$ cat src/pkg/board_timestamp_clock_defs.vh
// constants for the board time-of-day counter
// Functional notes
// - time word is 64 bits; upper 32 hold low 32 bits of epoch seconds
// - lower 32 bits are a binary fraction of one second
// - only top twenty fraction bits count; low twelve read zero
// - adjustment counter overflow adds or holds one fraction step
// - fraction step may repeat or jump by two; accuracy one lsb
// - time-code mode runs rate adjustment automatically without software
// - software may load full seconds and fraction in one write
// - counting starts right after configuration, no enable needed
// - one counter shared by every channel
// - full 64-bit read with seconds and fraction from one instant
`ifndef BOARD_TIMESTAMP_CLOCK_DEFS_VH
`define BOARD_TIMESTAMP_CLOCK_DEFS_VH
`define FRAC_BITS        20
`define FRAC_PAD_BITS    12
`define SEC_RESET        32'h0000_0000
`define FRAC_RESET       20'h0_0000
`define TICK_FREQ_HZ     1048576
`define CLK_FREQ_HZ      250000000
// clocks per fraction step, 250e6 / 2^20 truncated
`define TICK_DIV_CYCLES  16'h00ee
`define ADJ_PERIOD_RESET 32'h0000_0000
`endif

$ cat src/rtl/board_timestamp_clock.v
// board time-of-day counter with rate trim
`timescale 1ns/1ns
`include "board_timestamp_clock_defs.vh"
module board_timestamp_clock (
  // clock and reset
  input  wire        clk,
  input  wire        srst,
  // time load
  input  wire        load,
  input  wire [63:0] load_time,
  // rate trim from software
  input  wire [31:0] adj_period,
  input  wire        adj_add,
  input  wire        adj_enable,
  // hardware time code trim
  input  wire        timecode_mode,
  input  wire        timecode_fast,
  input  wire        timecode_slow,
  // read side
  input  wire        read_req,
  output reg         read_valid,
  output reg  [63:0] read_time,
  output wire [63:0] time_now
);

  ////////////////////////////////////////////////////////////////////
  localparam [15:0] TICK_DIV = `TICK_DIV_CYCLES;

  reg [15:0] div_r;
  reg [31:0] sec_r;
  reg [19:0] frac_r;
  reg [31:0] adj_cnt_r;
  reg        adj_pend_r;
  reg        adj_dir_r;
  reg [19:0] frac_nxt;
  reg [31:0] sec_nxt;
  reg [1:0]  step;
  wire       tick;
  wire       sw_adj;
  wire       adj_wrap;
  wire       hw_adj;

  assign tick     = (div_r == TICK_DIV - 16'h0001);
  assign sw_adj   = adj_enable && !timecode_mode && (adj_period != 32'h0000_0000);
  assign adj_wrap = sw_adj && (adj_cnt_r >= adj_period - 32'h0000_0001);
  assign hw_adj   = timecode_mode && (timecode_fast || timecode_slow);

  // time word, fraction low bits zero; single shared counter
  assign time_now = {sec_r, frac_r, {`FRAC_PAD_BITS{1'b0}}};

  ////////////////////////////////////////////////////////////////////
  // fraction step: 0 hold, 1 normal, 2 jump
  always @* begin
    step = 2'd1;
    // add or hold on pending adjustment
    if (adj_pend_r) begin
      if (adj_dir_r) begin
        step = 2'd2;
      end else begin
        step = 2'd0;
      end
    end
    {sec_nxt, frac_nxt} = {sec_r, frac_r} + {50'd0, step};
  end

  ////////////////////////////////////////////////////////////////////
  always @(posedge clk) begin
    if (srst) begin
      // counts from reset release without enable
      div_r      <= 16'h0000;
      sec_r      <= `SEC_RESET;
      frac_r     <= `FRAC_RESET;
      adj_cnt_r  <= `ADJ_PERIOD_RESET;
      adj_pend_r <= 1'b0;
      adj_dir_r  <= 1'b0;
      read_valid <= 1'b0;
      read_time  <= 64'h0000_0000_0000_0000;
    end else begin
      div_r <= tick ? 16'h0000 : div_r + 16'h0001;
      if (!sw_adj) begin
        adj_cnt_r <= 32'h0000_0000;
      end else if (adj_wrap) begin
        adj_cnt_r <= 32'h0000_0000;
      end else begin
        adj_cnt_r <= adj_cnt_r + 32'h0000_0001;
      end
      if (hw_adj) begin
        adj_pend_r <= 1'b1;
        adj_dir_r  <= timecode_slow;
      end else if (adj_wrap) begin
        adj_pend_r <= 1'b1;
        adj_dir_r  <= adj_add;
      end else if (tick && !load) begin
        adj_pend_r <= 1'b0;
      end
      if (load) begin
        sec_r      <= load_time[63:32];
        frac_r     <= load_time[31:12];
        adj_pend_r <= 1'b0;
      end else if (tick) begin
        sec_r  <= sec_nxt;
        frac_r <= frac_nxt;
      end
      read_valid <= read_req;
      if (read_req) begin
        read_time <= time_now;
      end
    end
  end

endmodule // board_timestamp_clock

$ cat config.mk
export PLATFORM = sky130hd
export DESIGN_NAME = board_timestamp_clock
export DESIGN_NICKNAME = d
export VERILOG_FILES = /design/src/rtl/board_timestamp_clock.v
export VERILOG_INCLUDE_DIRS = /design/src /design/src/pkg
export SDC_FILE = /design/constraint.sdc
export NUM_CORES = 1
export LEC_CHECK = 0
export BUFFER_PORTS_ARGS = -buffer_cell sky130_fd_sc_hd__buf_2
export CORE_MARGIN = 2
export CORE_UTILIZATION = 35
export DETAILED_ROUTE_END_ITERATION = 7
export PLACE_DENSITY = 0.55
export SLEW_MARGIN = 30
export SYNTH_ARGS = -nofsm -noshare
export SYNTH_HDL_FRONTEND = slang
export SYNTH_SLANG_ARGS = --single-unit
$ cat constraint.sdc
create_clock -name clk -period 6.68 [get_ports clk]
set_input_delay 0.334 -clock clk [delete_from_list [all_inputs] [get_ports clk]]
set_output_delay 0.334 -clock clk [all_outputs]
set_load 0.02 [all_outputs]
==> results of run 1 <==
[metrics by stage]
step	instances	hold WS (ps)	area, um2
2_1_floorplan	999	426	8620
4_1_cts	1482	127	10200
5_1_grt	1484	139	10200
6_report	1484	148	10200
3_5_place_dp	1450	460	9620
3_3_place_gp	1450	447	9610
[metal layers]
| metal | GRT usage, % | vias up |
|---|---|---|
| met2 | 27.2 | 162 |
| met5 | 0 | - |
| met4 | 4.42 | 2 |
| met1 | 23.0 | 3340 |
| li1 | - | 3686 |
| met3 | 3.38 | 16 |
[layout make-up]
class	count	area, um2
multi-input cells	740	4980
fillers	2549	13900
repair buffers	200	1020
inverters	31	118
well taps	324	405
diodes	2	5.00
clock inverters	14	183
flip-flops and latches	155	3100
clock buffers	18	429
[flip-flops by register name (all words and copies together) (netlist names)]
signal,cells
div_r,16
adj_cnt_r,32
adj_pend_r,1
read_time,52
sec_r,32
frac_r,20
adj_dir_r,1
read_valid,1
[cells in the final DEF (no fill, tap or decap), types with 17 or more instances in the layout]
master and count:
a211oi_1 32, mux2i_1 59, nand4_1 28, dfxtp_1 155, ha_1 38, nor2_1 175, a21oi_1 25, clkbuf_16 17
nand2_1 46, buf_2 195, inv_1 30, xnor2_1 69, xor2_1 45, o21ai_0 19, and3_1 17, conb_1 24
nand3_1 38
[final timing paths]
path                            cells past startpoint                       end                    start  slack (ps)
worst max-delay path                               15  adj_cnt_r[10]$_SDFF_PP0_            adj_period[0]        2540
worst min-delay path                                3    frac_r[1]$_SDFFE_PP0P_            load_time[13]         150
worst max register to register                      8  adj_cnt_r[10]$_SDFF_PP0_  adj_cnt_r[0]$_SDFF_PP0_        3600
worst min register to register                      1   adj_cnt_r[0]$_SDFF_PP0_  adj_cnt_r[0]$_SDFF_PP0_         460
[power breakdown]
group	switching, mW	internal, mW	leakage (nW)
clock network	0.437	0.568	0.291
logic	0.160	0.103	2.74
registers	0.0447	0.962	1.27
[kinds of logic (layout without fill, tap and decap cells)]
family / after synthesis / count (layout) / synth area share (%)
simple gates: 405 / 405 / 25.0
compound gates: 98 / 98 / 7.63
other cells: 1 / 26 / 0.0440
flops: 155 / 155 / 36.4
buf+inv: 104 / 263 / 6.35
fa+ha+maj: 39 / 39 / 5.81
xor+xnor: 114 / 114 / 11.7
mux: 60 / 60 / 7.05
[worst register-to-register path, stage by stage (launching register included)]
cell and delay [ps]:
dfxtp_1 370, inv_1 60, ha_1 250, nand2b_1 130
a2111oi_0 610, o41ai_1 130, o311a_1 310, or4_2 920
nor2_1 220
==> results.cfg, run 1 <==
[synthesis]
yosysTopAreaCellShare_pct = 36.4
syn_area_um2 = 8530
avgSynthCellArea_um2 = 8.74
synth_cell_types = 54
yosysMostFrequentCell = nor2_1
synth_common_cells = nor2_1 (175), dfxtp_1 (155), xnor2_1 (69)
yosysWarnings = 0
synthCells = 976
synthTopCellsByArea = dfxtp_1 (36%), nor2_1 (7.7%), xnor2_1 (7.1%)
synth_edf_count = 0
ys_ff_latch = 155
yosysSeqAreaShare_pct = 36.4
synth-async-reset-ratio_pct = 0
synth_top_area_cell = dfxtp_1
synth_flop_cell = dfxtp_1

[cts]
cts_buffers = 17
path_clk_slew_ps = 70
root_buffer = clkbuf_16
postCtsSetupBuffers = 0
insertion_delay_ps = 430
clock_sinks = 155
htreeDepth = 4
cts_tree = done
hold_buffers = 0
cts-resized-gates = 0
cts_buffer_depth = 2

[floorplan]
die_h_um = 160
core_um2 = 24100
dieArea_um2 = 25600
rows = 57
die_w_um = 160
io_pins = 234
start_util_pct = 35.4

[drt]
m1WireLength_mm = 10.4
wl_per_cell_um = 14.6
first_iter_violations = 369
firstDrtPassIters = 6
maxUsedRoutingLayer = met5
drc = 0
wl_met3_um = 911
route.vias.total = 7206
met2_length_mm = 10.0
viasPerCell = 4.86
ant_nets = 0
wl_mm = 21.6

[timing]
timing.final.ws_setup_ps = 2540
setup_tns_ps = 0
skew_ps = 11.9
worst_pin_slew_ps = 959
hold_viol = 0
relSlewSlack_pct = 36.1
post-route-period-util_pct = 62.0
rsz0062_at_grt = no
setup_violations = 0
finalCriticalPeriod_ps = 4140
maxSlewViolCount = 0
fmax_mhz = 241

[critical_path]
cpPeakStageDelay_ps = 1040
critPathRequiredTime_ps = 7030
arrival_ps = 4490
critPathLaunchType = input port
slowest_stage = or4_2
cp-end-kind = register
cp_max_fo = 32
path_buf_inv = 2
cpLargestDelayFamily = simple AND/OR/NAND/NOR gates
crit_type = in2reg
cp_cell_sequence = buf_2, inv_1, ha_1, or4b_1, nor3_1, nand4_1, nor4_1, xnor2_1, ha_1, nand4_1, nor4_1, a21oi_1, o21ai_0, or4_2, nor2_1

[finish]
final_util_pct = 42.5
drive_above_1_share_pct = 23.2
finalNetCount = 1289
syn_to_final_growth_pct = 20.0

[worst_hold_path]
hp-class = in2reg

[global_route]
grt_pass1_wl_mm = 34.9
grt_overflow = 0
grt_max_degree = 95
first_global_vias = 6485
track_usage_pct = 16.8
antenna_found_initial = 3

[run_status]
status = finished, final reports clean

[placed_design]
io_buffers = 197
dp_slack_ps = 2100
routabilityCongestion = 0.820
dp_hpwl_mm = 15.8

[power]
total_power_mw = 2.27
p_per_area_nw_per_um2 = 222
total_leakage_power_nw = 4.30
vdd_ir_drop_max_mv = 0.148

[job]
drv_cap = 0
Note: power is estimated with default switching activity, not from simulation.
==> inputs of run 2 (changes only) <==
--- a/config.mk
+++ b/config.mk
@@ -10,7 +10,7 @@
 export CORE_MARGIN = 2
 export CORE_UTILIZATION = 35
 export DETAILED_ROUTE_END_ITERATION = 7
-export PLACE_DENSITY = 0.55
+export PLACE_DENSITY = 0.57
 export SLEW_MARGIN = 30
 export SYNTH_ARGS = -nofsm -noshare
 export SYNTH_HDL_FRONTEND = slang
==> constraint.sdc (replaced) <==
create_clock -name clk -period 3.7 [get_ports clk]
set_input_delay 0.185 -clock clk [delete_from_list [all_inputs] [get_ports clk]]
set_output_delay 0.185 -clock clk [all_outputs]
set_load 0.02 [all_outputs]
==> results.cfg, run 2 (synthesis gave the netlist of run 1 again) <==
[cts]
clock_sinks = 155
root_buffer = clkbuf_16
postCtsSetupBuffers = 0
cts_buffer_depth = 2
htreeDepth = 4
insertion_delay_ps = 430
cts_tree = done
path_clk_slew_ps = 80
cts_buffers = 17

[timing]
rsz0062_at_grt = no
setup_violations = 0
hold_viol = 0
maxSlewViolCount = 0
skew_ps = 15.5
fmax_mhz = 305
relSlewSlack_pct = 35.3
post-route-period-util_pct = 88.7
worst_pin_slew_ps = 970
whs_ps = 16.6
finalCriticalPeriod_ps = 3280

[global_route]
grt_max_degree = 72
track_usage_pct = 17.3
grt_pass1_wl_mm = 35.7
antenna_found_initial = 1
grt_overflow = 0
first_global_vias = 6624

[job]
drv_cap = 0

[drt]
wl_per_cell_um = 14.6
ant_nets = 0
drc = 0
met2_length_mm = 9.96
first_iter_violations = 359
wl_met3_mm = 1.09
m1WireLength_mm = 10.8
viasPerCell = 4.85
firstDrtPassIters = 4
route.vias.total = 7346
wl_mm = 22.1
maxUsedRoutingLayer = met4

[critical_path]
critPathRequiredTime_ps = 4070
r2r-end = adj_cnt_r[11]$_SDFF_PP0_
critPathLaunchType = input port
arrival_ps = 3650
reg2reg_from = adj_cnt_r[0]$_SDFF_PP0_
cp-end-kind = register
reg2regPathDepth = 9
cp_max_fo = 18
r2r_slack_ps = 900
crit_type = in2reg

[power]
p_seq_share_pct = 44.8
comb_power_share_pct = 12.2
vdd_ir_drop_max_mv = 0.264
clkPwrFrac_pct = 43.0
switching_share_pct = 29.9
total_leakage_power_nw = 4.42
switchingPower_mw = 1.21
p_int_mw = 2.84
p_per_area_nw_per_um2 = 387

[worst_hold_path]
min_from = load_time[48]
min_to = sec_r[16]$_SDFFE_PP0P_
hp-class = in2reg
hold_depth = 3

[finish]
drive_above_1_share_pct = 24.2
final_cells = 1514
finalNetCount = 1319
layout_commonest_cell = buf_2
largest_reg_flops = 52
reg.largest.list = read_time (52), adj_cnt_r (32), sec_r (32)
multi_input_area_um2 = 4980
final_util_pct = 43.5
nFillCells = 2483
mostFrequentLayoutCells = buf_2 (195), nor2_1 (175), dfxtp_1 (155), xnor2_1 (69), mux2i_1 (59)
seqCellArea_um2 = 3100
largest_register = read_time
syn_to_final_growth_pct = 22.8

[floorplan]
dieArea_um2 = 25600
rows = 57
die_w_um = 160
io_pins = 234
die_h_um = 160
start_util_pct = 35.4
core_um2 = 24100

[placed_design]
io_buffers = 197
dp_hpwl_mm = 16.3
routabilityCongestion = 0.860
post-place-cells = 1468

[run_status]
status = finished, final reports clean
==> run 2: changes by cell type in the layout (fill, tap and decap cells not counted), moves of 2 or more <==
cell,previous run,this run
buf_4,4,23
dlygate4sd3_1,0,12
clkinv_8,2,5
bufinv_16,2,0
inv_6,4,2
inv_8,2,4
==> run 2: power by group through the flow <==
| stage | sequential [mW] | combinational, mW | clock [mW] |
|---|---|---|---|
| finish | 1.81 | 0.493 | 1.74 |
| global route | 1.83 | 0.542 | 1.87 |
| CTS | 1.81 | 0.498 | 1.79 |
| detailed placement | 1.85 | 0.485 | 0 |
| global placement | 1.85 | 0.480 | 0 |
| floorplan | 1.91 | 0.255 | 0 |
==> run 2: repair_timing <==
| action | CTS | global route |
|---|---|---|
| resized for setup | 0 | 0 |
| hold buffers | 12 | 0 |
| endpoints found under the hold margin | 12 | 0 |
| endpoints found under the setup margin | 0 | 0 |
==> run 2: critical path, cell delays in order <==
cell and delay [ps]:
buf_2 100, inv_1 70, ha_1 150, or4b_1 470, nor3_1 150, buf_4 150
nand4_1 210, nor4_1 300, xnor2_1 160, ha_1 260, nand4_1 120, nor4_1 70
buf_4 130, a21oi_1 100, o21ai_0 120, or4_1 540, buf_4 220, nor2_1 120
==> run 2: cell type report <==
cell class | count | share of cell area [%]
inverters | 31 | 1.12
repair buffers | 230 | 12.1
flip-flops and latches | 155 | 29.6
multi-input cells | 740 | 47.5
diodes | 2 | 0.0478
well taps | 324 | 3.87
clock buffers | 17 | 4.06
clock inverters | 15 | 1.67
==> run 2: routing by layer <==
metal  global-route usage [%]  vias to the layer above
li1                         -                     3745
met5                        0                        -
met1                     23.3                     3425
met4                     5.45                        0
met2                     27.6                      154
met3                     3.69                       22
==> run 2: worst max path at each step <==
stage	startpoint	end	slack (ps)
global route	adj_period[0]	adj_cnt_r[14]$_SDFF_PP0_	130
floorplan	adj_period[0]	adj_cnt_r[7]$_SDFF_PP0_	320
CTS	adj_period[0]	adj_cnt_r[11]$_SDFF_PP0_	420
detailed placement	adj_period[0]	adj_cnt_r[24]$_SDFF_PP0_	-30
finish	adj_period[0]	adj_cnt_r[11]$_SDFF_PP0_	420
global placement	adj_period[0]	adj_cnt_r[11]$_SDFF_PP0_	40
==> run 2: metrics by stage <==
stage	setup TNS, ps	setup slack [ps]	area, um2	power (mW)
final	0	417	10500	4.05
after global routing	0	133	10500	4.24
after global placement	0	35.6	9750	2.33
after floorplan	0	320	8620	2.16
after detailed placement	-110	-26.3	9750	2.34
after CTS	0	424	10500	4.11
==> inputs of run 3 (changes only) <==
--- a/config.mk
+++ b/config.mk
@@ -6,11 +6,12 @@
 export SDC_FILE = /design/constraint.sdc
 export NUM_CORES = 1
 export LEC_CHECK = 0
+export ABC_AREA = 1
 export BUFFER_PORTS_ARGS = -buffer_cell sky130_fd_sc_hd__buf_2
 export CORE_MARGIN = 2
 export CORE_UTILIZATION = 35
 export DETAILED_ROUTE_END_ITERATION = 7
-export PLACE_DENSITY = 0.57
+export PLACE_DENSITY = 0.56
 export SLEW_MARGIN = 30
 export SYNTH_ARGS = -nofsm -noshare
 export SYNTH_HDL_FRONTEND = slang
==> results.cfg, run 3 <==
[run_status]
status = finished, final reports clean

[drt]
drc = 0
route.vias.total = 9619
ant_nets = 0
wl_mm = 30.1
viasPerCell = 4.84
firstDrtPassIters = 5
first_iter_violations = 503
wl_per_cell_um = 15.2

[cts]
hold_buffers = 0
cts_tree = done
cts_buffers = 17
cts-resized-gates = 0
clock_sinks = 155
root_buffer = clkbuf_16
htreeDepth = 4
path_clk_slew_ps = 60
postCtsSetupBuffers = 0
cts_buffer_depth = 2
insertion_delay_ps = 430

[critical_path]
cp-end-kind = register
critPathLaunchType = register
crit_type = reg2reg
critPathRequiredTime_ps = 3990
arrival_ps = 3180
cp_max_fo = 5

[synthesis]
synth_flop_cell = dfxtp_1
synthTopCellsByArea = dfxtp_1 (32%), nand2_1 (10%), nor2_1 (7.6%)
yosysMostFrequentCell = nand2_1
avgSynthCellArea_um2 = 6.81
syn_area_um2 = 9690
synth_common_cells = nand2_1 (266), nor2_1 (196), inv_1 (159)
ys_ff_latch = 155
yosysSeqAreaShare_pct = 32.0
yosysTopAreaCellShare_pct = 32.0
synth-async-reset-ratio_pct = 0
synthCells = 1424
yosysWarnings = 0
synth_top_area_cell = dfxtp_1
synth_edf_count = 0
synth_cell_types = 48

[job]
drv_cap = 0

[placed_design]
dp_hpwl_mm = 23.3
io_buffers = 197
dp_slack_ps = 479
routabilityCongestion = 0.889

[finish]
drive_above_1_share_pct = 18.6
finalNetCount = 1747
mostFrequentLayoutCells = nand2_1 (266), buf_2 (197), nor2_1 (196), inv_1 (159), dfxtp_1 (155)
largest_reg_flops = 52
layout_commonest_cell = nand2_1
syn_to_final_growth_pct = 18.9
reg.largest.list = read_time (52), adj_cnt_r (32), sec_r (32)
largest_register = read_time

[power]
switchingPower_mw = 1.16
p_per_area_nw_per_um2 = 365
p_seq_share_pct = 42.9
total_leakage_power_nw = 4.91
vdd_ir_drop_max_mv = 0.255
p_int_mw = 3.05
clkPwrFrac_pct = 43.7
switching_share_pct = 27.5
comb_power_share_pct = 13.4

[global_route]
grt_max_degree = 57
grt_overflow = 0
first_global_vias = 8999
grt_pass1_wl_mm = 47.1
track_usage_pct = 20.7
antenna_found_initial = 2

[timing]
setup_tns_ps = 0
rsz0062_at_grt = no
skew_ps = 9.51
maxSlewViolCount = 0
relSlewSlack_pct = 41.3
timing.final.ws_setup_ps = 805
post-route-period-util_pct = 78.2
worst_pin_slew_ps = 881
fmax_mhz = 345
whs_ps = 28.4
setup_violations = 0
hold_viol = 0
finalCriticalPeriod_ps = 2900

[floorplan]
start_util_pct = 35.8
die_w_um = 170
rows = 60
io_pins = 234
dieArea_um2 = 29000
core_um2 = 27100
die_h_um = 170

[worst_hold_path]
hp-class = in2reg
run 3: cells by family (layout without fill, tap and decap cells):
| family | count (synthesis) | in the layout | synth area share [%] |
|---|---|---|---|
| other | 1 | 25 | 0.0387 |
| flip-flops | 155 | 155 | 32.0 |
| AO/OA/AOI/OAI | 252 | 252 | 13.7 |
| adder cells (fa/ha/maj) | 39 | 39 | 5.11 |
| buffers and inverters | 227 | 395 | 10.1 |
| AND/OR/NAND/NOR | 660 | 660 | 30.9 |
| XOR/XNOR | 90 | 90 | 8.13 |
run 3: layout make-up:
class	count	area [um2]
diodes	1	2.50
repair buffers	203	1040
clock buffers	20	437
multi-input cells	1065	5700
well taps	372	465
flip-flops and latches	155	3100
inverters	161	604
fillers	2900	15600
clock inverters	11	170
run 3: metrics by stage:
| stage | power, mW | area (um2) | utilization (%) | instances |
|---|---|---|---|---|
| after floorplan | 2.20 | 9780 | - | 1447 |
| after global placement | 2.39 | 10900 | 40.3 | 1956 |
| after detailed placement | 2.40 | 10900 | 40.3 | 1956 |
| after CTS | 4.24 | 11500 | 42.5 | 1987 |
| after global routing | 4.38 | 11500 | 42.5 | 1988 |
| final | 4.21 | 11500 | 42.5 | 1988 |
run 3: power groups by stage:
stage	registers, mW	logic [mW]	clock network [mW]
finish	1.81	0.562	1.84
floorplan	1.91	0.295	0
detailed placement	1.84	0.562	0
CTS	1.80	0.565	1.87
global route	1.81	0.625	1.94
global placement	1.84	0.555	0
run 3: per-layer routing:
| metal | wire length (um) | up-vias | global-route usage (%) |
|---|---|---|---|
| met3 | 1700 | 35 | 3.81 |
| met2 | 13400 | 262 | 33.2 |
| met1 | 14500 | 4376 | 28.3 |
| met4 | 527 | 2 | 6.06 |
| met5 | 13 | - | 0 |
| li1 | - | 4944 | - |
run 3: worst paths after layout:
path	start	cells past startpoint	to	slack [ps]
setup reg to reg	frac_r[0]$_SDFFE_PP0P_	12	sec_r[28]$_SDFFE_PP0P_	800
setup / recovery	frac_r[0]$_SDFFE_PP0P_	12	sec_r[28]$_SDFFE_PP0P_	800
hold / removal	load_time[12]	3	frac_r[0]$_SDFFE_PP0P_	30
hold reg to reg	adj_cnt_r[0]$_SDFF_PP0_	1	adj_cnt_r[0]$_SDFF_PP0_	480
run 3: critical path, cell delays in order, from the launching register on:
cell and delay [ps]:
dfxtp_1 370, ha_1 250, inv_1 100, fa_1 470
inv_1 120, nand3_1 170, inv_1 130, nand2_1 160
nor2_1 350, nand3_1 260, xor2_1 200, a21oi_1 130
nor2_1 60
